$ cat src/rtl/tpw_pkg.sv
/*
 * tpw_pkg: register map, field positions, reset values and bus carrier
 * of the three-phase pwm output stage.
 * assumes a single ahb-lite master and word-wide register accesses.
 */
package tpw_pkg;

	// register byte offsets (haddr[7:0])
	localparam logic [7:0] TPW_A_CTRL = 8'h00;
	localparam logic [7:0] TPW_A_OUTL = 8'h04;
	localparam logic [7:0] TPW_A_PSEL = 8'h08;
	localparam logic [7:0] TPW_A_PROT = 8'h0C;
	localparam logic [7:0] TPW_A_CARR = 8'h10;
	localparam logic [7:0] TPW_A_WIDU = 8'h14;
	localparam logic [7:0] TPW_A_WIDV = 8'h18;
	localparam logic [7:0] TPW_A_WIDW = 8'h1C;
	localparam logic [7:0] TPW_A_IRQF = 8'h20;
	localparam logic [7:0] TPW_A_STAT = 8'h24;

	// control register bit positions
	localparam int TPW_B_MTF  = 0;
	localparam int TPW_B_OE   = 1;
	localparam int TPW_B_CPS  = 2;
	localparam int TPW_B_CDF  = 3;
	localparam int TPW_B_ALS  = 4;
	localparam int TPW_B_POL  = 5;
	localparam int TPW_B_FCE  = 6;
	localparam int TPW_B_NMIE = 7;
	localparam int TPW_B_RUN  = 8;
	localparam int TPW_B_FLT  = 9;

	// second output logic field position in the output logic register
	localparam int TPW_B_OUTL2 = 8;

	// values after reset
	localparam logic [5:0]  TPW_PFC_RST  = 6'h3F;
	localparam logic [5:0]  TPW_OUTL_RST = 6'h3F;
	localparam logic [15:0] TPW_CARR_RST = 16'hFFFF;
	localparam logic [15:0] TPW_WID_RST  = 16'h0001;
	localparam logic        TPW_SD_RST   = 1'b1;

	// consecutive equal samples before the shutdown level passes
	localparam logic [1:0] TPW_FLT_RUN = 2'h3;

	// ahb-lite address phase signals
	typedef struct packed {
		logic        hsel;
		logic [31:0] haddr;
		logic [1:0]  htrans;
		logic        hwrite;
		logic [2:0]  hsize;
		logic        hready;
	} tpw_ahb_req_t;

endpackage : tpw_pkg

$ cat src/rtl/tpw_sd_filter.sv
/*
 * tpw_sd_filter: synchroniser and three-sample digital filter for the
 * shutdown input.
 * assumes the pin is asynchronous to sys_clk_i; idle level is high.
 */
`timescale 1ns/1ps
module tpw_sd_filter
	import tpw_pkg::*;
(
	// clock and reset
	input  wire logic       sys_clk_i,
	input  wire logic       arst_n_i,
	// pin and setting
	input  wire logic       sd_pin_i,
	input  wire logic [2:0] setting_i,
	// filtered level
	output logic            level_o
);
	logic       sync1;
	logic       sync2;
	logic [6:0] div;
	logic       last;
	logic [1:0] run;
	logic       tick;

	always_ff @(posedge sys_clk_i or negedge arst_n_i) begin
		if (!arst_n_i) begin
			sync1 <= TPW_SD_RST;
			sync2 <= TPW_SD_RST;
		end else begin
			sync1 <= sd_pin_i;
			sync2 <= sync1;
		end
	end

	// sampling clock is sys_clk divided by 2 to the setting
	always_ff @(posedge sys_clk_i or negedge arst_n_i) begin
		if (!arst_n_i)
			div <= 7'h00;
		else
			div <= div + 7'h01;
	end
	assign tick = ((div & ((7'h01 << setting_i) - 7'h01)) == 7'h00);

	always_ff @(posedge sys_clk_i or negedge arst_n_i) begin
		if (!arst_n_i) begin
			last    <= TPW_SD_RST;
			run     <= TPW_FLT_RUN;
			level_o <= TPW_SD_RST;
		end else if (setting_i == 3'h0) begin
			// keep history in step so a later switch starts from the true level
			last    <= sync2;
			run     <= TPW_FLT_RUN;
			level_o <= sync2;
		end else if (tick) begin
			last <= sync2;
			if (sync2 != last) begin
				run <= 2'h1;
			end else if (run != TPW_FLT_RUN) begin
				run <= run + 2'h1;
				if (run + 2'h1 == TPW_FLT_RUN)
					level_o <= sync2;
			end
		end
	end

endmodule : tpw_sd_filter

$ cat src/rtl/tpw_oneshot.sv
/*
 * tpw_oneshot: phase timer of mode 0, reloads its width on each start
 * trigger and pulses done at the end of the one-shot.
 * assumes trig_i and width_i come from logic on sys_clk_i.
 */
`timescale 1ns/1ps
module tpw_oneshot #(
	parameter int W = 16
) (
	// clock and reset
	input  wire logic         sys_clk_i,
	input  wire logic         arst_n_i,
	// start and width
	input  wire logic         trig_i,
	input  wire logic [W-1:0] width_i,
	// end of pulse
	output logic              done_o
);
	logic [W-1:0] cnt;
	logic         busy;

	// a width of zero is out of range and runs as one
	always_ff @(posedge sys_clk_i or negedge arst_n_i) begin
		if (!arst_n_i) begin
			cnt    <= '0;
			busy   <= 1'b0;
			done_o <= 1'b0;
		end else if (trig_i) begin
			cnt    <= (width_i == '0) ? W'(1) : width_i;
			busy   <= 1'b1;
			done_o <= 1'b0;
		end else if (busy && cnt == W'(1)) begin
			busy   <= 1'b0;
			done_o <= 1'b1;
		end else begin
			cnt    <= busy ? cnt - W'(1) : cnt;
			done_o <= 1'b0;
		end
	end

endmodule : tpw_oneshot

$ cat src/rtl/tpw_pwm_top.sv
/*
 * tpw_pwm_top: three-phase pwm output stage, protection and mode 0
 * carrier, reached as an ahb-lite slave.
 * assumes sd_pin_i and pos_pin_i are asynchronous pins; port_* come from
 * the port logic on sys_clk_i. pin order: U, U-low, V, V-low, W, W-low.
 */
// Functional notes
// output logic 0 is active; pin level follows active-level select
// simultaneous high/low activity clears enable, sets flag, floats pins
// pwm on a pin needs function bit, output enable and pin select
// six pin selects choose pwm or port independently
// pin select register writes land only while protect bit is 1
// software sets protect, rewrites pin select, then clears protect
// filtered shutdown low clears output enable while function enabled
// cutoff floats pins when enabled, else pins return to port
// enabled cutoff floats pins even when assigned to port use
// shutdown filter passes a level after three equal samples
// recovery: shutdown high, wait, set enable until read 1, toggle cutoff
// unused cutoff: shutdown pin as input and held high on board
// shutdown shares nmi; nmi request only when its enable bit is 1
// each phase captures its position input on high-side edges
// one polarity bit selects capture edge for all phases
// polarity encoding reverses under active-high outputs
// carrier half period is m+1 source clocks
// phase timers reload only the primary width per trigger
// interrupt request every nth carrier underflow
// software keeps reload timing, modulation and mode bits at 0
// carrier half flag reads zero in mode 0
// software sets one-shot phase timers and plain carrier timer
// software routes carrier trigger to the three phase timers
// setting output enable is refused during cutoff or conduction fault
`timescale 1ns/1ps
module tpw_pwm_top (
	// clock and reset
	input  wire logic                 sys_clk_i,
	input  wire logic                 arst_n_i,
	// ahb-lite slave
	input  wire tpw_pkg::tpw_ahb_req_t ahb_i,
	input  wire logic [31:0]          hwdata_i,
	output logic [31:0]               hrdata_o,
	output logic                      hreadyout_o,
	output logic                      hresp_o,
	// pins in
	input  wire logic                 sd_pin_i,
	input  wire logic [2:0]           pos_pin_i,
	// port function of the six pins
	input  wire logic [5:0]           port_out_i,
	input  wire logic [5:0]           port_oe_i,
	// six phase pins
	output logic [5:0]                pin_out_o,
	output logic [5:0]                pin_oe_o,
	// requests
	output logic                      carrier_irq_o,
	output logic                      nmi_req_o
);
	import tpw_pkg::*;

	// bus state
	logic        wr_pend;
	logic [7:0]  wr_addr;
	logic        addr_ok;
	logic [31:0] next_rdata;
	logic        wr_ctrl;
	logic        wr_outl;
	logic        wr_psel;

	// control
	logic        motor_timer_function_bit;
	logic        phase_output_enable;
	logic        conduction_prevent_select;
	logic        conduction_detect_flag;
	logic        active_level_select;
	logic        capture_polarity_bit;
	logic        forced_cutoff_enable;
	logic        nonmaskable_irq_enable;
	logic        run;
	logic [2:0]  shutdown_filter_setting;
	logic [5:0]  pin_function_select_reg;
	logic        pin_select_protect_bit;
	logic [5:0]  first_output_logic;
	logic [5:0]  second_output_logic;
	logic [15:0] carrier_timer;
	logic [15:0] phase_width_primary [3];
	logic [3:0]  carrier_irq_frequency;

	// datapath state
	logic        sd_f;
	logic        sd_f_d;
	logic [15:0] car_cnt;
	logic        uf;
	logic [3:0]  irq_cnt;
	logic        xfer_pend;
	logic [5:0]  cur;
	logic [2:0]  alt;
	logic [2:0]  done;
	logic [2:0]  both;
	logic        cond_hit;
	logic        oe_kill;
	logic        oe_block;
	logic        hz_all;
	logic [5:0]  pwm_sel;
	logic [5:0]  next_pin_out;
	logic [5:0]  next_pin_oe;
	logic [2:0]  pos_s1;
	logic [2:0]  pos_s2;
	logic [2:0]  position_retained;
	logic [2:0]  hs_lvl;
	logic [2:0]  hs_d;
	logic [2:0]  cap;
	logic        rise_sel;

	// ahb-lite: zero wait states, always okay
	assign hreadyout_o = 1'b1;
	assign hresp_o     = 1'b0;
	assign addr_ok = ahb_i.hsel && ahb_i.htrans[1] && ahb_i.hready;

	always_ff @(posedge sys_clk_i or negedge arst_n_i) begin
		if (!arst_n_i) begin
			wr_pend <= 1'b0;
			wr_addr <= 8'h00;
		end else begin
			wr_pend <= addr_ok && ahb_i.hwrite;
			wr_addr <= ahb_i.haddr[7:0];
		end
	end

	assign wr_ctrl = wr_pend && wr_addr == TPW_A_CTRL;
	assign wr_outl = wr_pend && wr_addr == TPW_A_OUTL;
	assign wr_psel = wr_pend && wr_addr == TPW_A_PSEL;

	// read data is taken in the address phase; unmapped reads give zero
	always_comb begin
		next_rdata = 32'h0000_0000;
		unique case (ahb_i.haddr[7:0])
			TPW_A_CTRL: begin
				next_rdata[TPW_B_MTF]  = motor_timer_function_bit;
				next_rdata[TPW_B_OE]   = phase_output_enable;
				next_rdata[TPW_B_CPS]  = conduction_prevent_select;
				next_rdata[TPW_B_CDF]  = conduction_detect_flag;
				next_rdata[TPW_B_ALS]  = active_level_select;
				next_rdata[TPW_B_POL]  = capture_polarity_bit;
				next_rdata[TPW_B_FCE]  = forced_cutoff_enable;
				next_rdata[TPW_B_NMIE] = nonmaskable_irq_enable;
				next_rdata[TPW_B_RUN]  = run;
				next_rdata[TPW_B_FLT +: 3] = shutdown_filter_setting;
			end
			TPW_A_OUTL: begin
				next_rdata[5:0] = first_output_logic;
				next_rdata[TPW_B_OUTL2 +: 6] = second_output_logic;
			end
			TPW_A_PSEL: next_rdata[5:0] = pin_function_select_reg;
			TPW_A_PROT: next_rdata[0] = pin_select_protect_bit;
			TPW_A_CARR: next_rdata[15:0] = carrier_timer;
			TPW_A_WIDU: next_rdata[15:0] = phase_width_primary[0];
			TPW_A_WIDV: next_rdata[15:0] = phase_width_primary[1];
			TPW_A_WIDW: next_rdata[15:0] = phase_width_primary[2];
			TPW_A_IRQF: next_rdata[3:0] = carrier_irq_frequency;
			// half flag at bit 4 stays zero in mode 0, see
			TPW_A_STAT: next_rdata[3:0] = {sd_f, position_retained};
			default: next_rdata = 32'h0000_0000;
		endcase
	end

	always_ff @(posedge sys_clk_i or negedge arst_n_i) begin
		if (!arst_n_i)
			hrdata_o <= 32'h0000_0000;
		else if (addr_ok && !ahb_i.hwrite)
			hrdata_o <= next_rdata;
	end

	// plain control bits
	always_ff @(posedge sys_clk_i or negedge arst_n_i) begin
		if (!arst_n_i) begin
			motor_timer_function_bit  <= 1'b0;
			conduction_prevent_select <= 1'b0;
			active_level_select       <= 1'b0;
			capture_polarity_bit      <= 1'b0;
			forced_cutoff_enable      <= 1'b0;
			nonmaskable_irq_enable    <= 1'b0;
			run                       <= 1'b0;
			shutdown_filter_setting   <= 3'h0;
		end else if (wr_ctrl) begin
			motor_timer_function_bit  <= hwdata_i[TPW_B_MTF];
			conduction_prevent_select <= hwdata_i[TPW_B_CPS];
			active_level_select       <= hwdata_i[TPW_B_ALS];
			capture_polarity_bit      <= hwdata_i[TPW_B_POL];
			forced_cutoff_enable      <= hwdata_i[TPW_B_FCE];
			nonmaskable_irq_enable    <= hwdata_i[TPW_B_NMIE];
			run                       <= hwdata_i[TPW_B_RUN];
			shutdown_filter_setting   <= hwdata_i[TPW_B_FLT +: 3];
		end
	end

	// conduction fault: both sides of a phase active together
	always_comb begin
		for (int p = 0; p < 3; p++)
			both[p] = !cur[2*p] && !cur[2*p+1];
	end
	assign cond_hit = conduction_prevent_select && motor_timer_function_bit
		&& phase_output_enable && (|both);
	assign oe_kill = cond_hit || (motor_timer_function_bit
		&& phase_output_enable && !sd_f);
	assign oe_block = (forced_cutoff_enable && !sd_f) || (|both);

	// enable set is refused during an enabled cutoff or while both sides of a phase are active
	always_ff @(posedge sys_clk_i or negedge arst_n_i) begin
		if (!arst_n_i)
			phase_output_enable <= 1'b0;
		else if (oe_kill)
			phase_output_enable <= 1'b0;
		else if (wr_ctrl)
			phase_output_enable <= hwdata_i[TPW_B_OE] && !oe_block;
	end

	// write one to clear; a fault in the same cycle wins
	always_ff @(posedge sys_clk_i or negedge arst_n_i) begin
		if (!arst_n_i)
			conduction_detect_flag <= 1'b0;
		else if (cond_hit)
			conduction_detect_flag <= 1'b1;
		else if (wr_ctrl && hwdata_i[TPW_B_CDF])
			conduction_detect_flag <= 1'b0;
	end

	// pin selects behind the protect bit
	always_ff @(posedge sys_clk_i or negedge arst_n_i) begin
		if (!arst_n_i) begin
			pin_select_protect_bit  <= 1'b0;
			pin_function_select_reg <= TPW_PFC_RST;
		end else begin
			if (wr_pend && wr_addr == TPW_A_PROT)
				pin_select_protect_bit <= hwdata_i[0];
			if (wr_psel && pin_select_protect_bit)
				pin_function_select_reg <= hwdata_i[5:0];
		end
	end

	// timing registers; the secondary width does not exist in mode 0
	always_ff @(posedge sys_clk_i or negedge arst_n_i) begin
		if (!arst_n_i) begin
			carrier_timer         <= TPW_CARR_RST;
			carrier_irq_frequency <= 4'h0;
			for (int p = 0; p < 3; p++)
				phase_width_primary[p] <= TPW_WID_RST;
		end else if (wr_pend) begin
			if (wr_addr == TPW_A_CARR)
				carrier_timer <= hwdata_i[15:0];
			if (wr_addr == TPW_A_IRQF)
				carrier_irq_frequency <= hwdata_i[3:0];
			if (wr_addr == TPW_A_WIDU)
				phase_width_primary[0] <= hwdata_i[15:0];
			if (wr_addr == TPW_A_WIDV)
				phase_width_primary[1] <= hwdata_i[15:0];
			if (wr_addr == TPW_A_WIDW)
				phase_width_primary[2] <= hwdata_i[15:0];
		end
	end

	// carrier timer: reload on each underflow, one half period each
	assign uf = run && car_cnt == 16'h0000;
	always_ff @(posedge sys_clk_i or negedge arst_n_i) begin
		if (!arst_n_i)
			car_cnt <= TPW_CARR_RST;
		else if (!run || uf)
			car_cnt <= carrier_timer;
		else
			car_cnt <= car_cnt - 16'h0001;
	end

	// interrupt every nth underflow; n of zero counts as one
	always_ff @(posedge sys_clk_i or negedge arst_n_i) begin
		if (!arst_n_i) begin
			irq_cnt       <= 4'h0;
			carrier_irq_o <= 1'b0;
		end else if (uf && (irq_cnt + 4'h1 >= carrier_irq_frequency)) begin
			irq_cnt       <= 4'h0;
			carrier_irq_o <= 1'b1;
		end else begin
			irq_cnt       <= uf ? irq_cnt + 4'h1 : irq_cnt;
			carrier_irq_o <= 1'b0;
		end
	end

	// phase timers started by the carrier underflow
	for (genvar p = 0; p < 3; p++) begin : g_phase
		tpw_oneshot #(.W(16)) u_shot (
			.sys_clk_i (sys_clk_i),
			.arst_n_i  (arst_n_i),
			.trig_i    (uf),
			.width_i   (phase_width_primary[p]),
			.done_o    (done[p])
		);
	end

	// output logic: first after transfer, then alternating per pulse end
	always_ff @(posedge sys_clk_i or negedge arst_n_i) begin
		if (!arst_n_i) begin
			first_output_logic  <= TPW_OUTL_RST;
			second_output_logic <= TPW_OUTL_RST;
			xfer_pend           <= 1'b0;
		end else if (wr_outl) begin
			first_output_logic  <= hwdata_i[5:0];
			second_output_logic <= hwdata_i[TPW_B_OUTL2 +: 6];
			xfer_pend           <= 1'b1;
		end else if (uf) begin
			xfer_pend <= 1'b0;
		end
	end

	always_ff @(posedge sys_clk_i or negedge arst_n_i) begin
		if (!arst_n_i) begin
			cur <= TPW_OUTL_RST;
			alt <= 3'h0;
		end else if (uf && xfer_pend) begin
			cur <= first_output_logic;
			alt <= 3'h0;
		end else begin
			for (int p = 0; p < 3; p++) begin
				if (done[p]) begin
					alt[p] <= !alt[p];
					cur[2*p +: 2] <= alt[p] ? first_output_logic[2*p +: 2]
						: second_output_logic[2*p +: 2];
				end
			end
		end
	end

	// pin mux; a cutoff floats pins whatever their use
	tpw_sd_filter u_filter (
		.sys_clk_i (sys_clk_i),
		.arst_n_i  (arst_n_i),
		.sd_pin_i  (sd_pin_i),
		.setting_i (shutdown_filter_setting),
		.level_o   (sd_f)
	);

	assign hz_all = (forced_cutoff_enable && !sd_f)
		|| conduction_detect_flag;
	assign pwm_sel = {6{motor_timer_function_bit && phase_output_enable}}
		& pin_function_select_reg;

	always_comb begin
		for (int i = 0; i < 6; i++) begin
			if (hz_all) begin
				next_pin_out[i] = 1'b0;
				next_pin_oe[i]  = 1'b0;
			end else if (pwm_sel[i]) begin
				next_pin_out[i] = active_level_select ? !cur[i] : cur[i];
				next_pin_oe[i]  = 1'b1;
			end else begin
				next_pin_out[i] = port_out_i[i];
				next_pin_oe[i]  = port_oe_i[i];
			end
		end
	end

	// registered so all six pins switch on the same edge
	always_ff @(posedge sys_clk_i or negedge arst_n_i) begin
		if (!arst_n_i) begin
			pin_out_o <= 6'h00;
			pin_oe_o  <= 6'h00;
		end else begin
			pin_out_o <= next_pin_out;
			pin_oe_o  <= next_pin_oe;
		end
	end

	// nmi request on a filtered falling shutdown edge
	always_ff @(posedge sys_clk_i or negedge arst_n_i) begin
		if (!arst_n_i) begin
			sd_f_d    <= TPW_SD_RST;
			nmi_req_o <= 1'b0;
		end else begin
			sd_f_d    <= sd_f;
			nmi_req_o <= nonmaskable_irq_enable && sd_f_d && !sd_f;
		end
	end

	// position capture on the chosen high-side edge
	assign rise_sel = capture_polarity_bit ^ active_level_select;
	always_comb begin
		for (int p = 0; p < 3; p++) begin
			hs_lvl[p] = active_level_select ? !cur[2*p] : cur[2*p];
			cap[p] = rise_sel ? (hs_lvl[p] && !hs_d[p])
				: (!hs_lvl[p] && hs_d[p]);
		end
	end

	always_ff @(posedge sys_clk_i or negedge arst_n_i) begin
		if (!arst_n_i) begin
			pos_s1            <= 3'h0;
			pos_s2            <= 3'h0;
			// idle high-side level after reset, so no false edge follows it
			hs_d              <= 3'h7;
			position_retained <= 3'h0;
		end else begin
			pos_s1 <= pos_pin_i;
			pos_s2 <= pos_s1;
			hs_d   <= hs_lvl;
			for (int p = 0; p < 3; p++)
				if (cap[p])
					position_retained[p] <= pos_s2[p];
		end
	end

	// checks
	property p_pin_map;
		@(posedge sys_clk_i) disable iff (!arst_n_i)
		(!hz_all && pwm_sel[0]) |=> pin_oe_o[0]
			&& pin_out_o[0] == ($past(active_level_select) ^ $past(cur[0]));
	endproperty
	a_pin_map: assert property (p_pin_map)
		else $error("pwm pin level wrong");

	property p_cond;
		@(posedge sys_clk_i) disable iff (!arst_n_i)
		cond_hit |=> conduction_detect_flag && !phase_output_enable
			##1 pin_oe_o == 6'h00;
	endproperty
	a_cond: assert property (p_cond)
		else $error("conduction fault not handled");

	property p_gate;
		@(posedge sys_clk_i) disable iff (!arst_n_i)
		(!hz_all && !pwm_sel[3]) |=> pin_out_o[3] == $past(port_out_i[3])
			&& pin_oe_o[3] == $past(port_oe_i[3]);
	endproperty
	a_gate: assert property (p_gate)
		else $error("unselected pin not at port");

	property p_protect;
		@(posedge sys_clk_i) disable iff (!arst_n_i)
		(wr_psel && !pin_select_protect_bit) |=> $stable(pin_function_select_reg);
	endproperty
	a_protect: assert property (p_protect)
		else $error("pin select written while protected");

	property p_sd_kill;
		@(posedge sys_clk_i) disable iff (!arst_n_i)
		(motor_timer_function_bit && phase_output_enable && !sd_f)
			|=> !phase_output_enable;
	endproperty
	a_sd_kill: assert property (p_sd_kill)
		else $error("shutdown did not clear enable");

	property p_cutoff;
		@(posedge sys_clk_i) disable iff (!arst_n_i)
		(forced_cutoff_enable && !sd_f) |=> pin_oe_o == 6'h00;
	endproperty
	a_cutoff: assert property (p_cutoff)
		else $error("cutoff pins still driven");

	property p_capture;
		@(posedge sys_clk_i) disable iff (!arst_n_i)
		cap[1] |=> position_retained[1] == $past(pos_s2[1]);
	endproperty
	a_capture: assert property (p_capture)
		else $error("position not captured");

	property p_reload;
		@(posedge sys_clk_i) disable iff (!arst_n_i)
		(uf && $stable(carrier_timer)) |=> car_cnt == $past(carrier_timer);
	endproperty
	a_reload: assert property (p_reload)
		else $error("carrier reload wrong");

	property p_irq;
		@(posedge sys_clk_i) disable iff (!arst_n_i)
		carrier_irq_o |-> $past(uf);
	endproperty
	a_irq: assert property (p_irq)
		else $error("irq without underflow");

	property p_refuse;
		@(posedge sys_clk_i) disable iff (!arst_n_i)
		(wr_ctrl && forced_cutoff_enable && !sd_f) |=> !phase_output_enable;
	endproperty
	a_refuse: assert property (p_refuse)
		else $error("enable set during cutoff");

endmodule : tpw_pwm_top

$ cat config.mk
export PLATFORM = sky130hd
export DESIGN_NAME = tpw_pwm_top
export DESIGN_NICKNAME = d
export VERILOG_FILES = /design/src/rtl/tpw_pkg.sv /design/src/rtl/tpw_sd_filter.sv /design/src/rtl/tpw_oneshot.sv /design/src/rtl/tpw_pwm_top.sv
export SDC_FILE = /design/constraint.sdc
export NUM_CORES = 1
export LEC_CHECK = 0
export BUFFER_PORTS_ARGS = -buffer_cell sky130_fd_sc_hd__buf_2
export CAP_MARGIN = 30
export CORE_MARGIN = 2
export CORE_UTILIZATION = 53
export DETAILED_ROUTE_END_ITERATION = 6
export PLACE_DENSITY = 0.76
export SLEW_MARGIN = 0
export SYNTH_ARGS = -nofsm -noshare
export SYNTH_HDL_FRONTEND = slang
export SYNTH_SLANG_ARGS = --single-unit
$ cat constraint.sdc
create_clock -name sys_clk_i -period 2.5 [get_ports sys_clk_i]
set_input_delay 0.25 -clock sys_clk_i [delete_from_list [all_inputs] [get_ports sys_clk_i]]
set_output_delay 0.25 -clock sys_clk_i [all_outputs]
set_load 0.005 [all_outputs]
Word-level counts from Yosys, hierarchy flattened
Cells that the tools add are included.

cells by class
  mux-type cells = 96
  bitwise logic cells = 3
  reduce and logical (&&, ||, !) cells = 93
  shift operators = 1
  magnitude comparators = 1
  add/subtract/negate cells = 8
  equal/unequal tests = 27

operators with widths
  operator                                               number
  2-to-1 mux 16 bit                                      13
  equality test 8 x 5 -> 1 bit (second input constant)   8
  logical NOT 16 bit                                     4
  subtractor 16 x 1 -> 16 bit (second input constant)    4
  2-to-1 mux 1 bit                                       62
  equality test 16 x 1 -> 1 bit (second input constant)  3
  logical AND 1 bit                                      34
  equality test 8 x 4 -> 1 bit (second input constant)   4
  nonzero test 2 bit                                     16
  case mux 3 bit (9 select lines)                        1
  equality test 8 x 6 -> 1 bit (second input constant)   3
  case mux 4 bit (6 select lines)                        1
  2-to-1 mux 2 bit                                       10
  case mux 2 bit (5 select lines)                        2
  logical NOT 1 bit                                      19
  AND reduction 2 bit                                    9
  equality test 8 x 3 -> 1 bit (second input constant)   2
  logical NOT 8 bit                                      2
  case mux 2 bit (7 select lines)                        1
  case mux 1 bit (10 select lines)                       1
  2-to-1 mux 4 bit                                       2
  inequality test 2 bit (second input constant)          4
  case mux 2 bit (4 select lines)                        1
  adder 7 x 1 -> 7 bit (second input constant)           1
  19 further kinds                                       22

storage, ports and cells
  logic and storage cells = 286
  output and inout bits = 48
  input port bits = 90
  register bits after elaboration = 248

Longest topological paths before layout
  depth after elaboration = 8
  depth in mapped cells = 10
  mapped depth without buffers = 8

Modules after synthesis
A second synthesis with hierarchy kept.

unflattened totals
  cells, all modules = 1198
  area, all modules = 13031.2 µm²

by module, submodules not included
  module                                cells each  sequential area each (µm²)  area an instance (µm²)  times used
  tpw_pwm_top                           722         4608.2                      8624.5                  1
  tpw_oneshot at g_phase[1].u_shot ...  139         450.4                       1233.7                  2
  tpw_oneshot at g_phase[0].u_shot      136         450.4                       1236.2                  1
  tpw_sd_filter                         62          332.8                       703.2                   1

Worst setup path after synthesis
OpenSTA, ideal clock, no wires.

  path kind = flip-flop to flip-flop
  from = reg shutdown_filter_setting[0]
  to = reg u_filter.last
  arrival time = 2.328 ns
  stages on the path, launching flop included = 9
  setup time = 0.082 ns
  clock period less this slack = 2.410 ns
  setup slack = 0.090 ns
  required time = 2.418 ns
  path buffers = 1
  cell sequence = dfrtp_1 > clkbuf_1 > nor3_1 > inv_1 > ha_1 > xor2_1 > a221oi_1 > a21oi_1 > mux2_2

between the ends
  longest elaborated chain between the ends = 5
  elaborated cells on any way between the ends = 7
  those cells by class = add/sub: 1; shift: 1; mux: 1; bitwise: 1; reduce/logical: 3

RTL lines
  what                          RTL line             source
  start: declaration            tpw_pwm_top.sv:77    logic [2:0] shutdown_filter_setting;
  start signal: assignment      tpw_pwm_top.sv:190   shutdown_filter_setting <= hwdata_i[TPW_B_FLT +: 3];
  << shifter 1 x 3 -> 7 bit     tpw_sd_filter.sv:43  assign tick = ((div & ((7'h01 << setting_i) - 7'h01)) == 7'h00);
  subtractor 7 x 1 -> 7 bit     tpw_sd_filter.sv:43
  bitwise AND 7 bit             tpw_sd_filter.sv:43
  logical NOT 7 bit             tpw_sd_filter.sv:43
  nonzero test 2 bit (no line)  -
  end signal: assignment        tpw_sd_filter.sv:52  last <= sync2;
  end signal: assignment        tpw_sd_filter.sv:56  last <= sync2;
  end: declaration              tpw_sd_filter.sv:22  logic last;

Several ways; a longest one is shown, not always the timed one.
A chain may end at the register's enable or synchronous reset.

Final worst setup path
  from = reg g_phase[2].u_shot.cnt[4]
  to = reg g_phase[2].u_shot.cnt[12]

between the ends
  longest elaborated chain between the ends = 4
  elaborated cells on any way between the ends = 8
  those cells by class = add/sub: 1; eq/ne: 2; mux: 3; reduce/logical: 2

RTL lines
  what                                                                                 RTL line                              source
  start: declaration                                                                   tpw_oneshot.sv:19                     logic [W-1:0] cnt;
  start signal: assignment                                                             tpw_oneshot.sv:29                     cnt <= (width_i == '0) ? W'(1) : width_i;
  start signal: assignment                                                             tpw_oneshot.sv:36                     cnt <= busy ? cnt - W'(1) : cnt;
  subtractor 16 x 1 -> 16 bit / equality test 16 x 1 -> 1 bit (equally long branches)  tpw_oneshot.sv:36, tpw_oneshot.sv:32
  2-to-1 mux 16 bit / logical AND 1 bit (equally long branches)                        tpw_oneshot.sv:36, tpw_oneshot.sv:32
  2-to-1 mux 16 bit / inequality test 2 bit (equally long branches)                    -
  2-to-1 mux 16 bit / AND reduction 2 bit (equally long branches)                      -

Several ways; a longest one is shown, not always the timed one. The select of a mux whose other input is x is not followed.

==> results.py <==
metrics = {
    "floorplanning": {
        "die_w_microns": 156,
        "dieArea_sq_um": 24500,
        "row_count": 55,
        "chipHeight_microns": 156,
        "coreArea_sq_um": 22700,
        "io_pins": 138,
        "initial_core_util_pct": 54.3,
    },
    "critical_path": {
        "startpoint_type": "flip-flop",
        "crit_arrival_ns": 2.75,
        "cp_max_fo": 13,
        "reg2reg_from": "g_phase[2].u_shot.cnt[4]",
        "crit_path_end": "g_phase[2].u_shot.cnt[12]",
        "crit_required_ns": 2.91,
        "cp_cell_sequence": "or4_4 -> or4_4 -> o21ai_4 -> buf_4 -> nor4_1 -> o31a_1",
        "cpMostUsedCell": "or4_4",
        "cpMaxStageDelayCell": "or4_4",
        "r2r_slack_ns": 0.16,
        "cp-startpoint": "g_phase[2].u_shot.cnt[4]",
        "end_kind": "flip-flop",
        "reg2regPathDepth": 6,
        "worstSetupPathType": "flip-flop to flip-flop",
        "r2r-end": "g_phase[2].u_shot.cnt[12]",
        "max_stage_delay_ns": 0.60,
    },
    "power": {
        "power_density_nw_per_um2": 832,
        "leakagePower_uw": 0.00598,
        "ir_worst_vdd_mv": 0.726,
    },
    "logic_synthesis": {
        "synthTopCellsByArea": "dfrtp_1 (36%), dfstp_2 (15%), mux2_2 (9.2%)",
        "synthXorXnorAreaFrac_pct": 4.48,
        "yosysSeqAreaShare_pct": 51.1,
        "yosys.area_share.simple_pct": 15.5,
        "yosysTopAreaCell": "dfrtp_1",
        "synth_area_per_cell_sq_um": 10.6,
        "synth-compound-area-share_pct": 13.5,
        "synthAdderAreaFrac_pct": 1.62,
        "yosysTopAreaCellShare_pct": 36.4,
        "synth_area_sq_um": 12300,
        "synth_top_family_by_area": "simple AND/OR/NAND/NOR gates",
        "synthMuxAreaShare_pct": 9.90,
        "synthFlopType": "dfrtp_1",
        "synth-seq-cells": 248,
        "synth.distinct_cells": 74,
        "synth-edff-count": 0,
        "async_flop_share_pct": 100,
        "ys_warn_count": 0,
        "syn-instance-count": 1165,
    },
    "cts": {
        "cts_tree": "done",
        "numCtsBuffers": 27,
        "clockBufferDepth": 3,
        "numClockSinks": 248,
        "clk_pin_slew_ns": 0.06,
        "ctsRootBufferMaster": "clkbuf_16",
        "clkLatencyLatePin_ns": 0.53,
        "htree_levels": 1,
    },
    "finish": {
        "fin_cells": 1586,
        "nets": 1386,
        "areaGrowthSynthToFinish_pct": 15.5,
        "fill_cells": 1789,
        "top_regs": "g_phase.u_shot.cnt (48), phase_width_primary (48)",
        "drive_gt1_share_pct": 27.5,
        "diodes": 0,
    },
    "sta": {
        "rsz0062_at_grt": "false",
        "period_needed_ns": 2.34,
        "max_slew_margin_pct": 54.0,
        "worst_clock_skew_ns": 0.0110,
        "finalSetupViolations": 0,
        "max_clock_freq_mhz": 428,
        "hold_viol": 0,
        "worstMarginPinSlew_ns": 0.689,
        "holdWs_ns": 0.0325,
        "timing.final.crit_share_pct": 93.6,
        "setup_tns_ns": 0,
        "maxSlewViolCount": 0,
    },
    "worst_hold_path": {
        "worstHoldStart": "port_out_i[1]",
        "hp-class": "input port to flip-flop",
    },
    "placement": {
        "dp_hpwl_microns": 23700,
        "place_inst": 1514,
        "routabilityCongestion": 0.891,
        "port_buffers": 75,
    },
    "drt": {
        "drc_errors": 0,
        "viasPerCell": 6.18,
        "drt_iter0_markers": 979,
        "firstDrtPassIters": 6,
        "vias": 9794,
        "ant_nets": 0,
        "wl_microns": 33300,
        "wire_per_inst_microns": 21.0,
    },
    "job": {
        "cap_viol_max_count": 0,
    },
    "grt": {
        "grt_pass1_vias": 9523,
        "grt-ovfl-total": 0,
        "antenna_found_initial": 0,
        "grt_pass1_wl_microns": 52500,
        "grt_max_degree": 71,
        "grt_usage_pct": 27.5,
    },
    "status": {
        "status": "finished clean",
    },
}
## timing repair
item,in CTS,in global routing
endpoints found under the setup margin,0,5
endpoints found under the hold margin,65,0
gates resized for setup,0,1
hold buffers,21,0
setup buffers,0,1
## metal layers
layer / wire (microns) / part of all wire, % / global-route usage, %
met1: 14000 / 42 / 38.9
met2: 15500 / 47 / 43.0
met3: 2690 / 8.1 / 5.32
met4: 1110 / 3.3 / 8.82
met5: 0 / 0 / 0
## metrics by stage
stage / cell area, sq um / worst slack [ns] / power (uW) / utilization, %
2_1_floorplan: 12400 / 0.0902 / 7200 / -
3_3_place_gp: 13200 / 0.170 / 7890 / 57.9
3_5_place_dp: 13200 / 0.138 / 8010 / 57.9
4_1_cts: 14200 / 0.117 / 11900 / 62.6
5_1_grt: 14200 / 0.0272 / 12500 / 62.7
6_report: 14200 / 0.161 / 11800 / 62.7
## critical path, delay by kind of cell, from the launching register on
kind                   cells  cell delay (ns)
AND/OR/NAND/NOR            3             1.19
buffers and inverters      1             0.18
AO/OA/AOI/OAI              2             0.43
flip-flops                 1             0.41
## worst min-delay path by stage
| stage | depth (start not counted) | to |
|---|---|---|
| after floorplan | 0 | active_level_select |
| after global placement | 1 | run |
| after detailed placement | 1 | g_phase[1].u_shot.cnt[8] |
| after CTS | 3 | pin_out_o[3] |
| after global routing | 3 | pin_out_o[1] |
| final | 3 | pin_out_o[1] |
## area by class of cell
cell class / instances / area (sq um) / area share [%]
repair buffers: 146 / 996 / 7.00
flip-flops and latches: 248 / 6290 / 44.2
clock inverters: 11 / 95.1 / 0.668
well taps: 285 / 357 / 2.51
clock buffers: 39 / 761 / 5.35
inverters: 28 / 105 / 0.738
multi-input cells: 829 / 5630 / 39.5
## Yosys cell counts, types with 6 or more instances
cell type	number
dfrtp_1	179
mux2_2	101
nand2_1	100
o21ai_0	81
dfstp_2	69
nor2_1	66
a21oi_1	54
clkbuf_1	45
nor4_1	36
xor2_1	36
nor3_1	34
nand3_1	33
inv_1	28
xnor2_1	27
buf_4	18
a221oi_1	17
ha_1	16
nand2b_1	14
or3_1	11
a22oi_1	9
nor4b_1	9
o211ai_1	9
nand4_1	8
or4_1	8
a211oi_1	7
and3_1	7
buf_2	7
o22ai_1	7
a311oi_1	6
a31oi_1	6
mux2i_1	6
nand3b_1	6
o21ai_1	6
## logic make-up (layout without fill, tap and decap cells)
| family | after synthesis | after routing |
|---|---|---|
| flip-flops | 248 | 248 |
| multiplexers | 108 | 108 |
| other | 2 | 18 |
| AO/OA/AOI/OAI | 257 | 257 |
| AND/OR/NAND/NOR | 367 | 367 |
| XOR/XNOR | 63 | 63 |
| adder cells (fa/ha/maj) | 16 | 16 |
| buffers and inverters | 104 | 224 |
## cells in the final DEF, fill, tap and decap left out, types with 7 or more instances in the layout
master	netlist	layout
o21ai_0	81	81
dlygate4sd3_1	0	21
and3_1	7	7
ha_1	16	16
or3_1	11	11
nor4_1	36	35
dfstp_2	69	69
or4_1	8	8
nor2_1	66	66
a21oi_1	54	54
conb_1	2	18
xor2_1	36	36
nor3_1	34	33
o22ai_1	7	7
nand3_1	33	33
nand2b_1	14	14
buf_4	18	48
a221oi_1	17	16
clkbuf_16	0	27
mux2_2	101	101
xnor2_1	27	27
a22oi_1	9	9
nand2_1	100	100
buf_2	7	74
nand4_1	8	8
clkbuf_1	45	8
a211oi_1	7	7
inv_1	28	28
o211ai_1	9	9
nor4b_1	9	9
dfrtp_1	179	179
## power breakdown
part	leakage (uW)	total (uW)	internal, uW	switching [uW]
registers	0.00292	5600	4850	753
logic	0.00265	2410	1130	1280
clock network	0.000414	3820	2220	1600
No activity file was read; power rests on OpenSTA's default activity.
